`src/verilog/dlt_pkg.sv`:
```
// Shared constants, register map and carrier types for the dual legacy timer pair.
package dlt_pkg;

  // Special-function register addresses.
  localparam logic [7:0] DLT_ADDR_CTRL = 8'h88;
  localparam logic [7:0] DLT_ADDR_MODE = 8'h89;
  localparam logic [7:0] DLT_ADDR_T0_LOW = 8'h8A;
  localparam logic [7:0] DLT_ADDR_T1_LOW = 8'h8B;
  localparam logic [7:0] DLT_ADDR_T0_HIGH = 8'h8C;
  localparam logic [7:0] DLT_ADDR_T1_HIGH = 8'h8D;
  localparam logic [7:0] DLT_ADDR_CLKSEL = 8'h8E;

  // Field positions in timer_control.
  localparam int DLT_CTRL_OVF1 = 7;
  localparam int DLT_CTRL_RUN1 = 6;
  localparam int DLT_CTRL_OVF0 = 5;
  localparam int DLT_CTRL_RUN0 = 4;
  localparam int DLT_CTRL_EXT1_FLAG = 3;
  localparam int DLT_CTRL_EXT1_TYPE = 2;
  localparam int DLT_CTRL_EXT0_FLAG = 1;
  localparam int DLT_CTRL_EXT0_TYPE = 0;

  // Field positions in timer_clock_select.
  localparam int DLT_CKS_CLK1 = 4;
  localparam int DLT_CKS_CLK0 = 3;
  localparam int DLT_CKS_PRESC_LSB = 0;
  localparam logic [7:0] DLT_CKS_WR_MASK = 8'h1B;

  // Value of every register after reset.
  localparam logic [7:0] DLT_RESET_BYTE = 8'h00;

  // Prescaler divisors, as terminal counts of a 6-bit divider.
  localparam logic [5:0] DLT_DIV_12 = 6'h0C;
  localparam logic [5:0] DLT_DIV_4 = 6'h04;
  localparam logic [5:0] DLT_DIV_48 = 6'h30;
  localparam logic [5:0] DLT_DIV_EXT_8 = 6'h08;

  typedef enum logic [1:0] {
    DLT_MODE_13BIT = 2'b00,
    DLT_MODE_16BIT = 2'b01,
    DLT_MODE_RELOAD = 2'b10,
    DLT_MODE_SPLIT = 2'b11
  } dlt_mode_t;

  typedef enum logic [1:0] {
    DLT_PRESC_SYS_12 = 2'b00,
    DLT_PRESC_SYS_4 = 2'b01,
    DLT_PRESC_SYS_48 = 2'b10,
    DLT_PRESC_EXT_8 = 2'b11
  } dlt_presc_t;

  // One nibble of timer_mode_select; the register is {timer one, timer zero}.
  typedef struct packed {
    logic gate;
    logic counter_sel;
    dlt_mode_t mode;
  } dlt_tcfg_t;

  // Result of one count step of a timer.
  typedef struct packed {
    logic ovf;
    logic [7:0] hi;
    logic [7:0] lo;
  } dlt_cnt_t;

endpackage

```
`src/verilog/dlt_edge_det.sv`:
```
// Falling and rising edge detector for a group of synchronous pin levels.
`timescale 1ns/100ps
module dlt_edge_det #(
  parameter int N = 5
) (
  // Clock and reset
  input wire logic clk_i,
  input wire logic reset_i,
  // Levels and edges
  input wire logic [N-1:0] level_i,
  output logic [N-1:0] fall_o,
  output logic [N-1:0] rise_o
);
  genvar g;
  generate
    for (g = 0; g < N; g++) begin : g_pin
      logic prev_r;
      // Starting high keeps a pin that is high at reset from faking a rise.
      always_ff @(posedge clk_i or posedge reset_i) begin
        if (reset_i) begin
          prev_r <= 1'b1;
        end else begin
          prev_r <= level_i[g];
        end
      end
      assign fall_o[g] = prev_r & ~level_i[g];
      assign rise_o[g] = ~prev_r & level_i[g];
    end
  endgenerate
endmodule // dlt_edge_det

```
`src/verilog/dlt_prescaler.sv`:
```
// Prescaled clock tick generator for the timer pair.
`timescale 1ns/100ps
module dlt_prescaler
  import dlt_pkg::*;
(
  // Clock and reset
  input wire logic clk_i,
  input wire logic reset_i,
  // Control
  input wire dlt_presc_t code_i,
  input wire logic ext_rise_i,
  // Tick
  output logic tick_o
);
  logic [5:0] cnt_r;
  logic [5:0] cnt_nxt;
  logic [5:0] div;
  logic step;

  always_comb begin
    div = DLT_DIV_12;
    step = 1'b1;
    case (code_i)
      DLT_PRESC_SYS_12: div = DLT_DIV_12;
      DLT_PRESC_SYS_4: div = DLT_DIV_4;
      DLT_PRESC_SYS_48: div = DLT_DIV_48;
      DLT_PRESC_EXT_8: begin
        div = DLT_DIV_EXT_8;
        step = ext_rise_i;
      end
      default: div = DLT_DIV_12;
    endcase
  end

  // A code change leaves the count running; the first tick after it may come early.
  assign tick_o = step & (cnt_r >= div - 6'h01);
  assign cnt_nxt = tick_o ? 6'h00 : (step ? cnt_r + 6'h01 : cnt_r);

  always_ff @(posedge clk_i or posedge reset_i) begin
    if (reset_i) begin
      cnt_r <= 6'h00;
    end else begin
      cnt_r <= cnt_nxt;
    end
  end
endmodule // dlt_prescaler

```
`src/verilog/dlt_timer_pair.sv`:
```
// Dual legacy counter/timer pair with control, mode and clock-select registers.
`timescale 1ns/100ps
module dlt_timer_pair
  import dlt_pkg::*;
(
  // Clock and reset
  input wire logic CLK_SYS_I,
  input wire logic RESET_I,
  // Special-function register port
  input wire logic [7:0] SFR_ADDR_I,
  input wire logic SFR_WR_I,
  input wire logic [7:0] SFR_WDATA_I,
  output logic [7:0] SFR_RDATA_O,
  // Interrupt vector acknowledges
  input wire logic TMR0_VECTOR_I,
  input wire logic TMR1_VECTOR_I,
  input wire logic EXT0_VECTOR_I,
  input wire logic EXT1_VECTOR_I,
  // Pins
  input wire logic EVENT_PIN_ZERO_I,
  input wire logic EVENT_PIN_ONE_I,
  input wire logic GATE_PIN_ZERO_N_I,
  input wire logic GATE_PIN_ONE_N_I,
  input wire logic EXT_CLK_I,
  // Interrupt requests and overflow trigger
  output logic TMR0_IRQ_O,
  output logic TMR1_IRQ_O,
  output logic EXT0_IRQ_O,
  output logic EXT1_IRQ_O,
  output logic TMR1_OVERFLOW_O
);

  // Registers
  logic [7:0] tmr0_lo_r;
  logic [7:0] tmr0_hi_r;
  logic [7:0] tmr1_lo_r;
  logic [7:0] tmr1_hi_r;
  dlt_tcfg_t cfg0_r;
  dlt_tcfg_t cfg1_r;
  logic clk_sel0_r;
  logic clk_sel1_r;
  dlt_presc_t presc_r;
  logic run0_r;
  logic run1_r;
  logic ovf0_r;
  logic ovf1_r;
  logic ext0_flag_r;
  logic ext1_flag_r;
  logic ext0_type_r;
  logic ext1_type_r;
  logic [7:0] rdata_r;
  logic tmr1_ovf_pulse_r;

  // Decode of writes
  logic wr_ctrl;
  logic wr_mode;
  logic wr_t0l;
  logic wr_t0h;
  logic wr_t1l;
  logic wr_t1h;
  logic wr_cks;

  // Edges and ticks
  logic [4:0] pin_level;
  logic [4:0] pin_fall;
  logic [4:0] pin_rise;
  logic presc_tick;
  logic split;
  logic gate_ok0;
  logic gate_ok1;
  logic tick_clk0;
  logic tick_clk1;
  logic inc0;
  logic inc0_hi;
  logic inc1;
  dlt_cnt_t step0;
  dlt_cnt_t step1;
  logic ovf0_evt;
  logic ovf0_hi_evt;
  logic ovf1_evt;
  logic ovf1_flag_evt;

  assign wr_ctrl = SFR_WR_I & (SFR_ADDR_I == DLT_ADDR_CTRL);
  assign wr_mode = SFR_WR_I & (SFR_ADDR_I == DLT_ADDR_MODE);
  assign wr_t0l = SFR_WR_I & (SFR_ADDR_I == DLT_ADDR_T0_LOW);
  assign wr_t0h = SFR_WR_I & (SFR_ADDR_I == DLT_ADDR_T0_HIGH);
  assign wr_t1l = SFR_WR_I & (SFR_ADDR_I == DLT_ADDR_T1_LOW);
  assign wr_t1h = SFR_WR_I & (SFR_ADDR_I == DLT_ADDR_T1_HIGH);
  assign wr_cks = SFR_WR_I & (SFR_ADDR_I == DLT_ADDR_CLKSEL);

  // Pin edges; a level held for a single clock is enough for its edge to be seen.
  assign pin_level = {EXT_CLK_I, GATE_PIN_ONE_N_I, GATE_PIN_ZERO_N_I,
                      EVENT_PIN_ONE_I, EVENT_PIN_ZERO_I};

  dlt_edge_det #(
    .N(5)
  ) u_edges (
    .clk_i(CLK_SYS_I),
    .reset_i(RESET_I),
    .level_i(pin_level),
    .fall_o(pin_fall),
    .rise_o(pin_rise)
  );

  dlt_prescaler u_presc (
    .clk_i(CLK_SYS_I),
    .reset_i(RESET_I),
    .code_i(presc_r),
    .ext_rise_i(pin_rise[4]),
    .tick_o(presc_tick)
  );

  // One count step for modes 0 to 2, and the low half of split mode.
  function automatic dlt_cnt_t count_step(input dlt_mode_t m, input logic [7:0] hi,
                                          input logic [7:0] lo);
    dlt_cnt_t r;
    logic [13:0] s13;
    logic [16:0] s16;
    r = '{ovf: 1'b0, hi: hi, lo: lo};
    s13 = {1'b0, hi, lo[4:0]} + 14'h0001;
    s16 = {1'b0, hi, lo} + 17'h0_0001;
    case (m)
      DLT_MODE_13BIT: begin
        // The three upper low-byte bits are left alone.
        r.ovf = s13[13];
        r.hi = s13[12:5];
        r.lo = {lo[7:5], s13[4:0]};
      end
      DLT_MODE_16BIT: begin
        r.ovf = s16[16];
        r.hi = s16[15:8];
        r.lo = s16[7:0];
      end
      DLT_MODE_RELOAD: begin
        r.ovf = (lo == 8'hFF);
        r.lo = (lo == 8'hFF) ? hi : lo + 8'h01;
      end
      default: begin
        r.ovf = (lo == 8'hFF);
        r.lo = lo + 8'h01;
      end
    endcase
    return r;
  endfunction

  assign split = (cfg0_r.mode == DLT_MODE_SPLIT);

  assign gate_ok0 = ~cfg0_r.gate | GATE_PIN_ZERO_N_I;
  assign gate_ok1 = ~cfg1_r.gate | GATE_PIN_ONE_N_I;

  assign tick_clk0 = clk_sel0_r | presc_tick;
  assign tick_clk1 = clk_sel1_r | presc_tick;

  // Timer zero, or the low half of split mode, on its own controls.
  assign inc0 = run0_r & gate_ok0 & (cfg0_r.counter_sel ? pin_fall[0] : tick_clk0);

  // The split high half is a clock-only timer run by timer one's run bit.
  assign inc0_hi = split & run1_r & tick_clk0;

  // While split, timer one runs on its mode alone and never counts pin edges.
  // Mode 3 on timer one parks it, split or not.
  always_comb begin
    inc1 = 1'b0;
    if (cfg1_r.mode == DLT_MODE_SPLIT) begin
      inc1 = 1'b0;
    end else if (split) begin
      inc1 = tick_clk1;
    end else begin
      inc1 = run1_r & gate_ok1 & (cfg1_r.counter_sel ? pin_fall[1] : tick_clk1);
    end
  end

  assign step0 = count_step(cfg0_r.mode, tmr0_hi_r, tmr0_lo_r);
  assign step1 = count_step(cfg1_r.mode, tmr1_hi_r, tmr1_lo_r);

  assign ovf0_evt = inc0 & step0.ovf;
  assign ovf0_hi_evt = inc0_hi & (tmr0_hi_r == 8'hFF);
  assign ovf1_evt = inc1 & step1.ovf;
  assign ovf1_flag_evt = split ? ovf0_hi_evt : ovf1_evt;

  // Timer zero counting bytes; a software write beats a count in the same cycle.
  always_ff @(posedge CLK_SYS_I or posedge RESET_I) begin
    if (RESET_I) begin
      tmr0_lo_r <= DLT_RESET_BYTE;
      tmr0_hi_r <= DLT_RESET_BYTE;
    end else begin
      if (wr_t0l) begin
        tmr0_lo_r <= SFR_WDATA_I;
      end else if (inc0) begin
        tmr0_lo_r <= step0.lo;
      end
      if (wr_t0h) begin
        tmr0_hi_r <= SFR_WDATA_I;
      end else if (inc0_hi) begin
        tmr0_hi_r <= tmr0_hi_r + 8'h01;
      end else if (inc0 & ~split) begin
        tmr0_hi_r <= step0.hi;
      end
    end
  end

  // Timer one counting bytes.
  always_ff @(posedge CLK_SYS_I or posedge RESET_I) begin
    if (RESET_I) begin
      tmr1_lo_r <= DLT_RESET_BYTE;
      tmr1_hi_r <= DLT_RESET_BYTE;
    end else begin
      if (wr_t1l) begin
        tmr1_lo_r <= SFR_WDATA_I;
      end else if (inc1) begin
        tmr1_lo_r <= step1.lo;
      end
      if (wr_t1h) begin
        tmr1_hi_r <= SFR_WDATA_I;
      end else if (inc1) begin
        tmr1_hi_r <= step1.hi;
      end
    end
  end

  // Mode and clock-select registers.
  always_ff @(posedge CLK_SYS_I or posedge RESET_I) begin
    if (RESET_I) begin
      cfg0_r <= '0;
      cfg1_r <= '0;
      clk_sel0_r <= 1'b0;
      clk_sel1_r <= 1'b0;
      presc_r <= DLT_PRESC_SYS_12;
    end else begin
      if (wr_mode) begin
        {cfg1_r, cfg0_r} <= SFR_WDATA_I;
      end
      if (wr_cks) begin
        clk_sel1_r <= SFR_WDATA_I[DLT_CKS_CLK1];
        clk_sel0_r <= SFR_WDATA_I[DLT_CKS_CLK0];
        presc_r <= dlt_presc_t'(SFR_WDATA_I[DLT_CKS_PRESC_LSB +: 2]);
      end
    end
  end

  // Run and type bits of timer_control.
  always_ff @(posedge CLK_SYS_I or posedge RESET_I) begin
    if (RESET_I) begin
      run0_r <= 1'b0;
      run1_r <= 1'b0;
      ext0_type_r <= 1'b0;
      ext1_type_r <= 1'b0;
    end else if (wr_ctrl) begin
      run1_r <= SFR_WDATA_I[DLT_CTRL_RUN1];
      run0_r <= SFR_WDATA_I[DLT_CTRL_RUN0];
      ext1_type_r <= SFR_WDATA_I[DLT_CTRL_EXT1_TYPE];
      ext0_type_r <= SFR_WDATA_I[DLT_CTRL_EXT0_TYPE];
    end
  end

  // Overflow flags: hardware set wins over a software clear or a vector clear.
  always_ff @(posedge CLK_SYS_I or posedge RESET_I) begin
    if (RESET_I) begin
      ovf0_r <= 1'b0;
      ovf1_r <= 1'b0;
    end else begin
      if (ovf0_evt) begin
        ovf0_r <= 1'b1;
      end else if (TMR0_VECTOR_I) begin
        ovf0_r <= 1'b0;
      end else if (wr_ctrl) begin
        ovf0_r <= SFR_WDATA_I[DLT_CTRL_OVF0];
      end
      if (ovf1_flag_evt) begin
        ovf1_r <= 1'b1;
      end else if (TMR1_VECTOR_I) begin
        ovf1_r <= 1'b0;
      end else if (wr_ctrl) begin
        ovf1_r <= SFR_WDATA_I[DLT_CTRL_OVF1];
      end
    end
  end

  // External flags. In level mode the flag tracks the inverted pin, so a clear
  // only sticks once the pin is high again.
  always_ff @(posedge CLK_SYS_I or posedge RESET_I) begin
    if (RESET_I) begin
      ext0_flag_r <= 1'b0;
      ext1_flag_r <= 1'b0;
    end else begin
      if (~ext0_type_r) begin
        ext0_flag_r <= ~GATE_PIN_ZERO_N_I;
      end else if (pin_fall[2]) begin
        ext0_flag_r <= 1'b1;
      end else if (EXT0_VECTOR_I) begin
        ext0_flag_r <= 1'b0;
      end else if (wr_ctrl) begin
        ext0_flag_r <= SFR_WDATA_I[DLT_CTRL_EXT0_FLAG];
      end
      if (~ext1_type_r) begin
        ext1_flag_r <= ~GATE_PIN_ONE_N_I;
      end else if (pin_fall[3]) begin
        ext1_flag_r <= 1'b1;
      end else if (EXT1_VECTOR_I) begin
        ext1_flag_r <= 1'b0;
      end else if (wr_ctrl) begin
        ext1_flag_r <= SFR_WDATA_I[DLT_CTRL_EXT1_FLAG];
      end
    end
  end

  // Timer one overflow stays available as a trigger even while split.
  always_ff @(posedge CLK_SYS_I or posedge RESET_I) begin
    if (RESET_I) begin
      tmr1_ovf_pulse_r <= 1'b0;
    end else begin
      tmr1_ovf_pulse_r <= ovf1_evt;
    end
  end

  // Read data is registered, so it lags the address by one clock.
  always_ff @(posedge CLK_SYS_I or posedge RESET_I) begin
    if (RESET_I) begin
      rdata_r <= DLT_RESET_BYTE;
    end else if (SFR_ADDR_I == DLT_ADDR_CTRL) begin
      rdata_r <= {ovf1_r, run1_r, ovf0_r, run0_r,
                  ext1_flag_r, ext1_type_r, ext0_flag_r, ext0_type_r};
    end else if (SFR_ADDR_I == DLT_ADDR_MODE) begin
      rdata_r <= {cfg1_r, cfg0_r};
    end else if (SFR_ADDR_I == DLT_ADDR_T0_LOW) begin
      rdata_r <= tmr0_lo_r;
    end else if (SFR_ADDR_I == DLT_ADDR_T1_LOW) begin
      rdata_r <= tmr1_lo_r;
    end else if (SFR_ADDR_I == DLT_ADDR_T0_HIGH) begin
      rdata_r <= tmr0_hi_r;
    end else if (SFR_ADDR_I == DLT_ADDR_T1_HIGH) begin
      rdata_r <= tmr1_hi_r;
    end else if (SFR_ADDR_I == DLT_ADDR_CLKSEL) begin
      rdata_r <= {3'b000, clk_sel1_r, clk_sel0_r, 1'b0, presc_r} & DLT_CKS_WR_MASK;
    end else begin
      rdata_r <= DLT_RESET_BYTE;
    end
  end

  assign SFR_RDATA_O = rdata_r;
  assign TMR0_IRQ_O = ovf0_r;
  assign TMR1_IRQ_O = ovf1_r;
  assign EXT0_IRQ_O = ext0_flag_r;
  assign EXT1_IRQ_O = ext1_flag_r;
  assign TMR1_OVERFLOW_O = tmr1_ovf_pulse_r;

endmodule // dlt_timer_pair

```
`config.mk`:
```
export PLATFORM = sky130hd
export DESIGN_NAME = dlt_timer_pair
export DESIGN_NICKNAME = d
export VERILOG_FILES = /design/src/verilog/dlt_pkg.sv /design/src/verilog/dlt_edge_det.sv /design/src/verilog/dlt_prescaler.sv /design/src/verilog/dlt_timer_pair.sv
export SDC_FILE = /design/constraint.sdc
export NUM_CORES = 1
export LEC_CHECK = 0
export BUFFER_PORTS_ARGS = -buffer_cell sky130_fd_sc_hd__clkbuf_2
export CAP_MARGIN = 20
export CORE_MARGIN = 2
export CORE_UTILIZATION = 53
export CTS_BUF_LIST = sky130_fd_sc_hd__clkbuf_8
export DETAILED_ROUTE_END_ITERATION = 6
export GPL_ROUTABILITY_DRIVEN = 0
export PLACE_DENSITY = 0.72
export SKIP_CTS_REPAIR_TIMING = 1
export SYNTH_ARGS = -nofsm -noshare
export SYNTH_HDL_FRONTEND = slang
export SYNTH_HIERARCHICAL = 1
export SYNTH_SLANG_ARGS = --single-unit
```
`constraint.sdc`:
```
create_clock -name CLK_SYS_I -period 4 [get_ports CLK_SYS_I]
set_input_delay 0.8 -clock CLK_SYS_I [delete_from_list [all_inputs] [get_ports CLK_SYS_I]]
set_output_delay 0.8 -clock CLK_SYS_I [all_outputs]
set_load 0.005 [all_outputs]
```
==> impl_metrics.py <==
metrics = {
    "final_layout": {
        "area_growth_pct": 9.516,
        "drive_gt1_share_pct": 20.81,
        "antenna_cells": 0,
        "nets": 574,
    },
    "grt": {
        "grt_first_pass_wirelength_microns": 20360,
        "track_usage_pct": 27.38,
        "grt_max_degree": 39,
        "grt_pass1_vias": 3788,
        "antenna_found_initial": 0,
        "grt_overflow": 0,
    },
    "placed_design": {
        "port_buffers": 40,
        "dp_hpwl_microns": 9228,
    },
    "critical_path": {
        "cp.arrival_ns": 3.59,
        "cp_data_required_time_ns": 4.27,
        "r2r_start": "presc_r[0]$_DFFE_PP0P_",
        "critPathSlowestCell": "o41a_1",
        "max_stage_delay_ns": 0.58,
        "timing.critical_path.buf_inv": 0,
        "r2r_slack_ns": 0.68,
        "r2r_end": "tmr0_hi_r[7]$_DFFE_PP0P_",
        "reg2reg_depth": 11,
        "cp_max_fo": 8,
        "path_delay_family": "simple AND/OR/NAND/NOR gates",
        "crit_chain": "nand2b_1, ha_1, nand3_1, o22ai_2, or2_4, and2_1, or3_1, nand4_1, o41a_1, or3_1, a31oi_1",
        "timing.critical_path.mode_cell": "or3_1",
        "worstSetupStartpointType": "register",
        "crit_type": "reg -> reg",
        "cp-end-kind": "register",
    },
    "timing": {
        "rsz0062_at_grt": "false",
        "timing.final.crit_share_pct": 83.00,
        "min_period_ns": 3.320,
        "drv_slew": 0,
        "setup_tns_ns": 0,
        "fmax_mhz": 301.2,
        "finalSetupViolCount": 0,
        "relSlewSlack_pct": 43.13,
        "timing.hold.ws_ns": 0.3836,
        "skew_ns": 0.01063,
        "worst_pin_slew_ns": 0.8498,
        "finalHoldViolCount": 0,
    },
    "floorplanning": {
        "die_h_microns": 97.18,
        "coreArea_sq_um": 8299,
        "die-width_microns": 97.18,
        "dieArea_sq_um": 9444,
        "io-pin-count": 41,
        "start_util_pct": 55.45,
        "rows": 33,
    },
    "cts": {
        "clock_path_buffers": 2,
        "cts_sinks": 72,
        "cts_tree": "built",
        "htreeDepth": 3,
        "clk_latency_ns": 0.35,
        "numCtsBuffers": 9,
        "clk_pin_slew_ns": 0.08,
        "root_buffer": "clkbuf_8",
    },
    "power_and_ir_drop": {
        "p_int_mw": 1.289,
        "cellLeakagePower_nw": 2.148,
        "p_seq_share_pct": 48.6,
        "power_switching_mw": 0.6248,
        "p_sw_share_pct": 32.64,
        "power.share.combinational_pct": 20.4,
        "p_clk_share_pct": 31.0,
        "vdd_drop_max_mv": 0.2162,
        "pwr_density_cell_nw_per_um2": 379.8,
    },
    "detailed_routing": {
        "antenna_left": 0,
        "wl_microns": 12730,
        "first_iter_violations": 440,
        "drc": 0,
        "wire_per_inst_microns": 19.64,
        "vias": 4108,
        "first_pass_iters": 6,
        "vias_per_cell": 6.340,
    },
    "outcome": {
        "status": "finished, final reports clean",
    },
    "logic_synthesis": {
        "netlist_instances": 509,
        "synth_nets": 545,
        "syn_area_sq_um": 4602,
        "syn_area_per_cell_sq_um": 9.041,
        "yosys_warnings": 6,
    },
    "job": {
        "cap_violations": 0,
    },
    "min_path": {
        "hp-class": "in -> async",
    },
}
final cells by class:
| cell class | instances | area [sq um] |
|---|---|---|
| clock buffers | 10 | 137.6 |
| clock inverters | 6 | 67.56 |
| fillers | 731 | 3259 |
| inverters | 14 | 52.55 |
| multi-input cells | 399 | 2628 |
| flip-flops and latches | 72 | 1808 |
| well taps | 105 | 131.4 |
| repair buffers | 42 | 215.2 |
worst reg2reg max path: stages (launching register included):
cell      delay (ns)
dfrtp_1         0.43
nand2b_1        0.17
ha_1            0.29
nand3_1         0.09
o22ai_2         0.20
or2_4           0.20
and2_1          0.23
or3_1           0.16
nand4_1         0.37
o41a_1          0.59
or3_1           0.36
a31oi_1         0.16
placed cells by master, fill, tap and decap left out, drive strengths merged, types with 11 or more instances in the layout:
master,count
nor2,42
clkbuf,50
nand4,13
xnor2,11
nand3,26
dfrtp,67
inv,15
mux2i,19
nand2,62
mux2,23
o21ai,35
a21oi,36
metal layers:
layer | routed length, microns | global-route usage (%) | vias to the layer above
met4 | 340 | 9.534 | 0
met5 | 0 | 0 | -
met3 | 1126 | 5.180 | 32
li1 | - | - | 1897
met2 | 5628 | 41.24 | 232
met1 | 5633 | 39.66 | 1947
metrics by stage:
stage               power (mW)  util [%]  worst slack, ns  area (sq um)  cells
floorplan                1.194         -            1.166          4602    509
global placement         1.303     58.25           0.8916          4835    632
detailed placement       1.325     58.25           0.7687          4835    632
CTS                      1.916     60.73           0.7300          5040    648
global route             2.014     60.73           0.5211          5040    648
finish                   1.914     60.73           0.6800          5040    648
power groups by stage:
| stage | registers, mW | clock network, mW | logic [mW] |
|---|---|---|---|
| after floorplan | 0.879 | 0 | 0.315 |
| after global placement | 0.932 | 0 | 0.371 |
| after detailed placement | 0.938 | 0 | 0.387 |
| after CTS | 0.923 | 0.602 | 0.390 |
| after global routing | 0.939 | 0.641 | 0.434 |
| final | 0.931 | 0.593 | 0.390 |
registers in the layout, indices dropped and copies added, names as in the netlist, 4 cells and up:
signal	flops
tmr1_hi_r	8
SFR_RDATA_O	8
cfg1_r	4
tmr1_lo_r	8
tmr0_lo_r	8
u_presc/cnt_r	6
tmr0_hi_r	8
cfg0_r	4
u_edges/g_pin.prev_r	5
worst max-delay path by stage:
stage	cells past startpoint	endpoint	slack (ns)	from
after floorplan	9	tmr0_lo_r[6]$_DFFE_PP0P_	1.17	EXT_CLK_I
after global placement	9	tmr0_hi_r[7]$_DFFE_PP0P_	0.89	EXT_CLK_I
after detailed placement	11	tmr0_hi_r[7]$_DFFE_PP0P_	0.77	presc_r[0]$_DFFE_PP0P_
after CTS	11	tmr0_hi_r[7]$_DFFE_PP0P_	0.73	presc_r[0]$_DFFE_PP0P_
after global routing	11	tmr0_hi_r[7]$_DFFE_PP0P_	0.52	presc_r[0]$_DFFE_PP0P_
final	11	tmr0_hi_r[7]$_DFFE_PP0P_	0.68	presc_r[0]$_DFFE_PP0P_
Note: power is estimated with default switching activity, not from simulation.
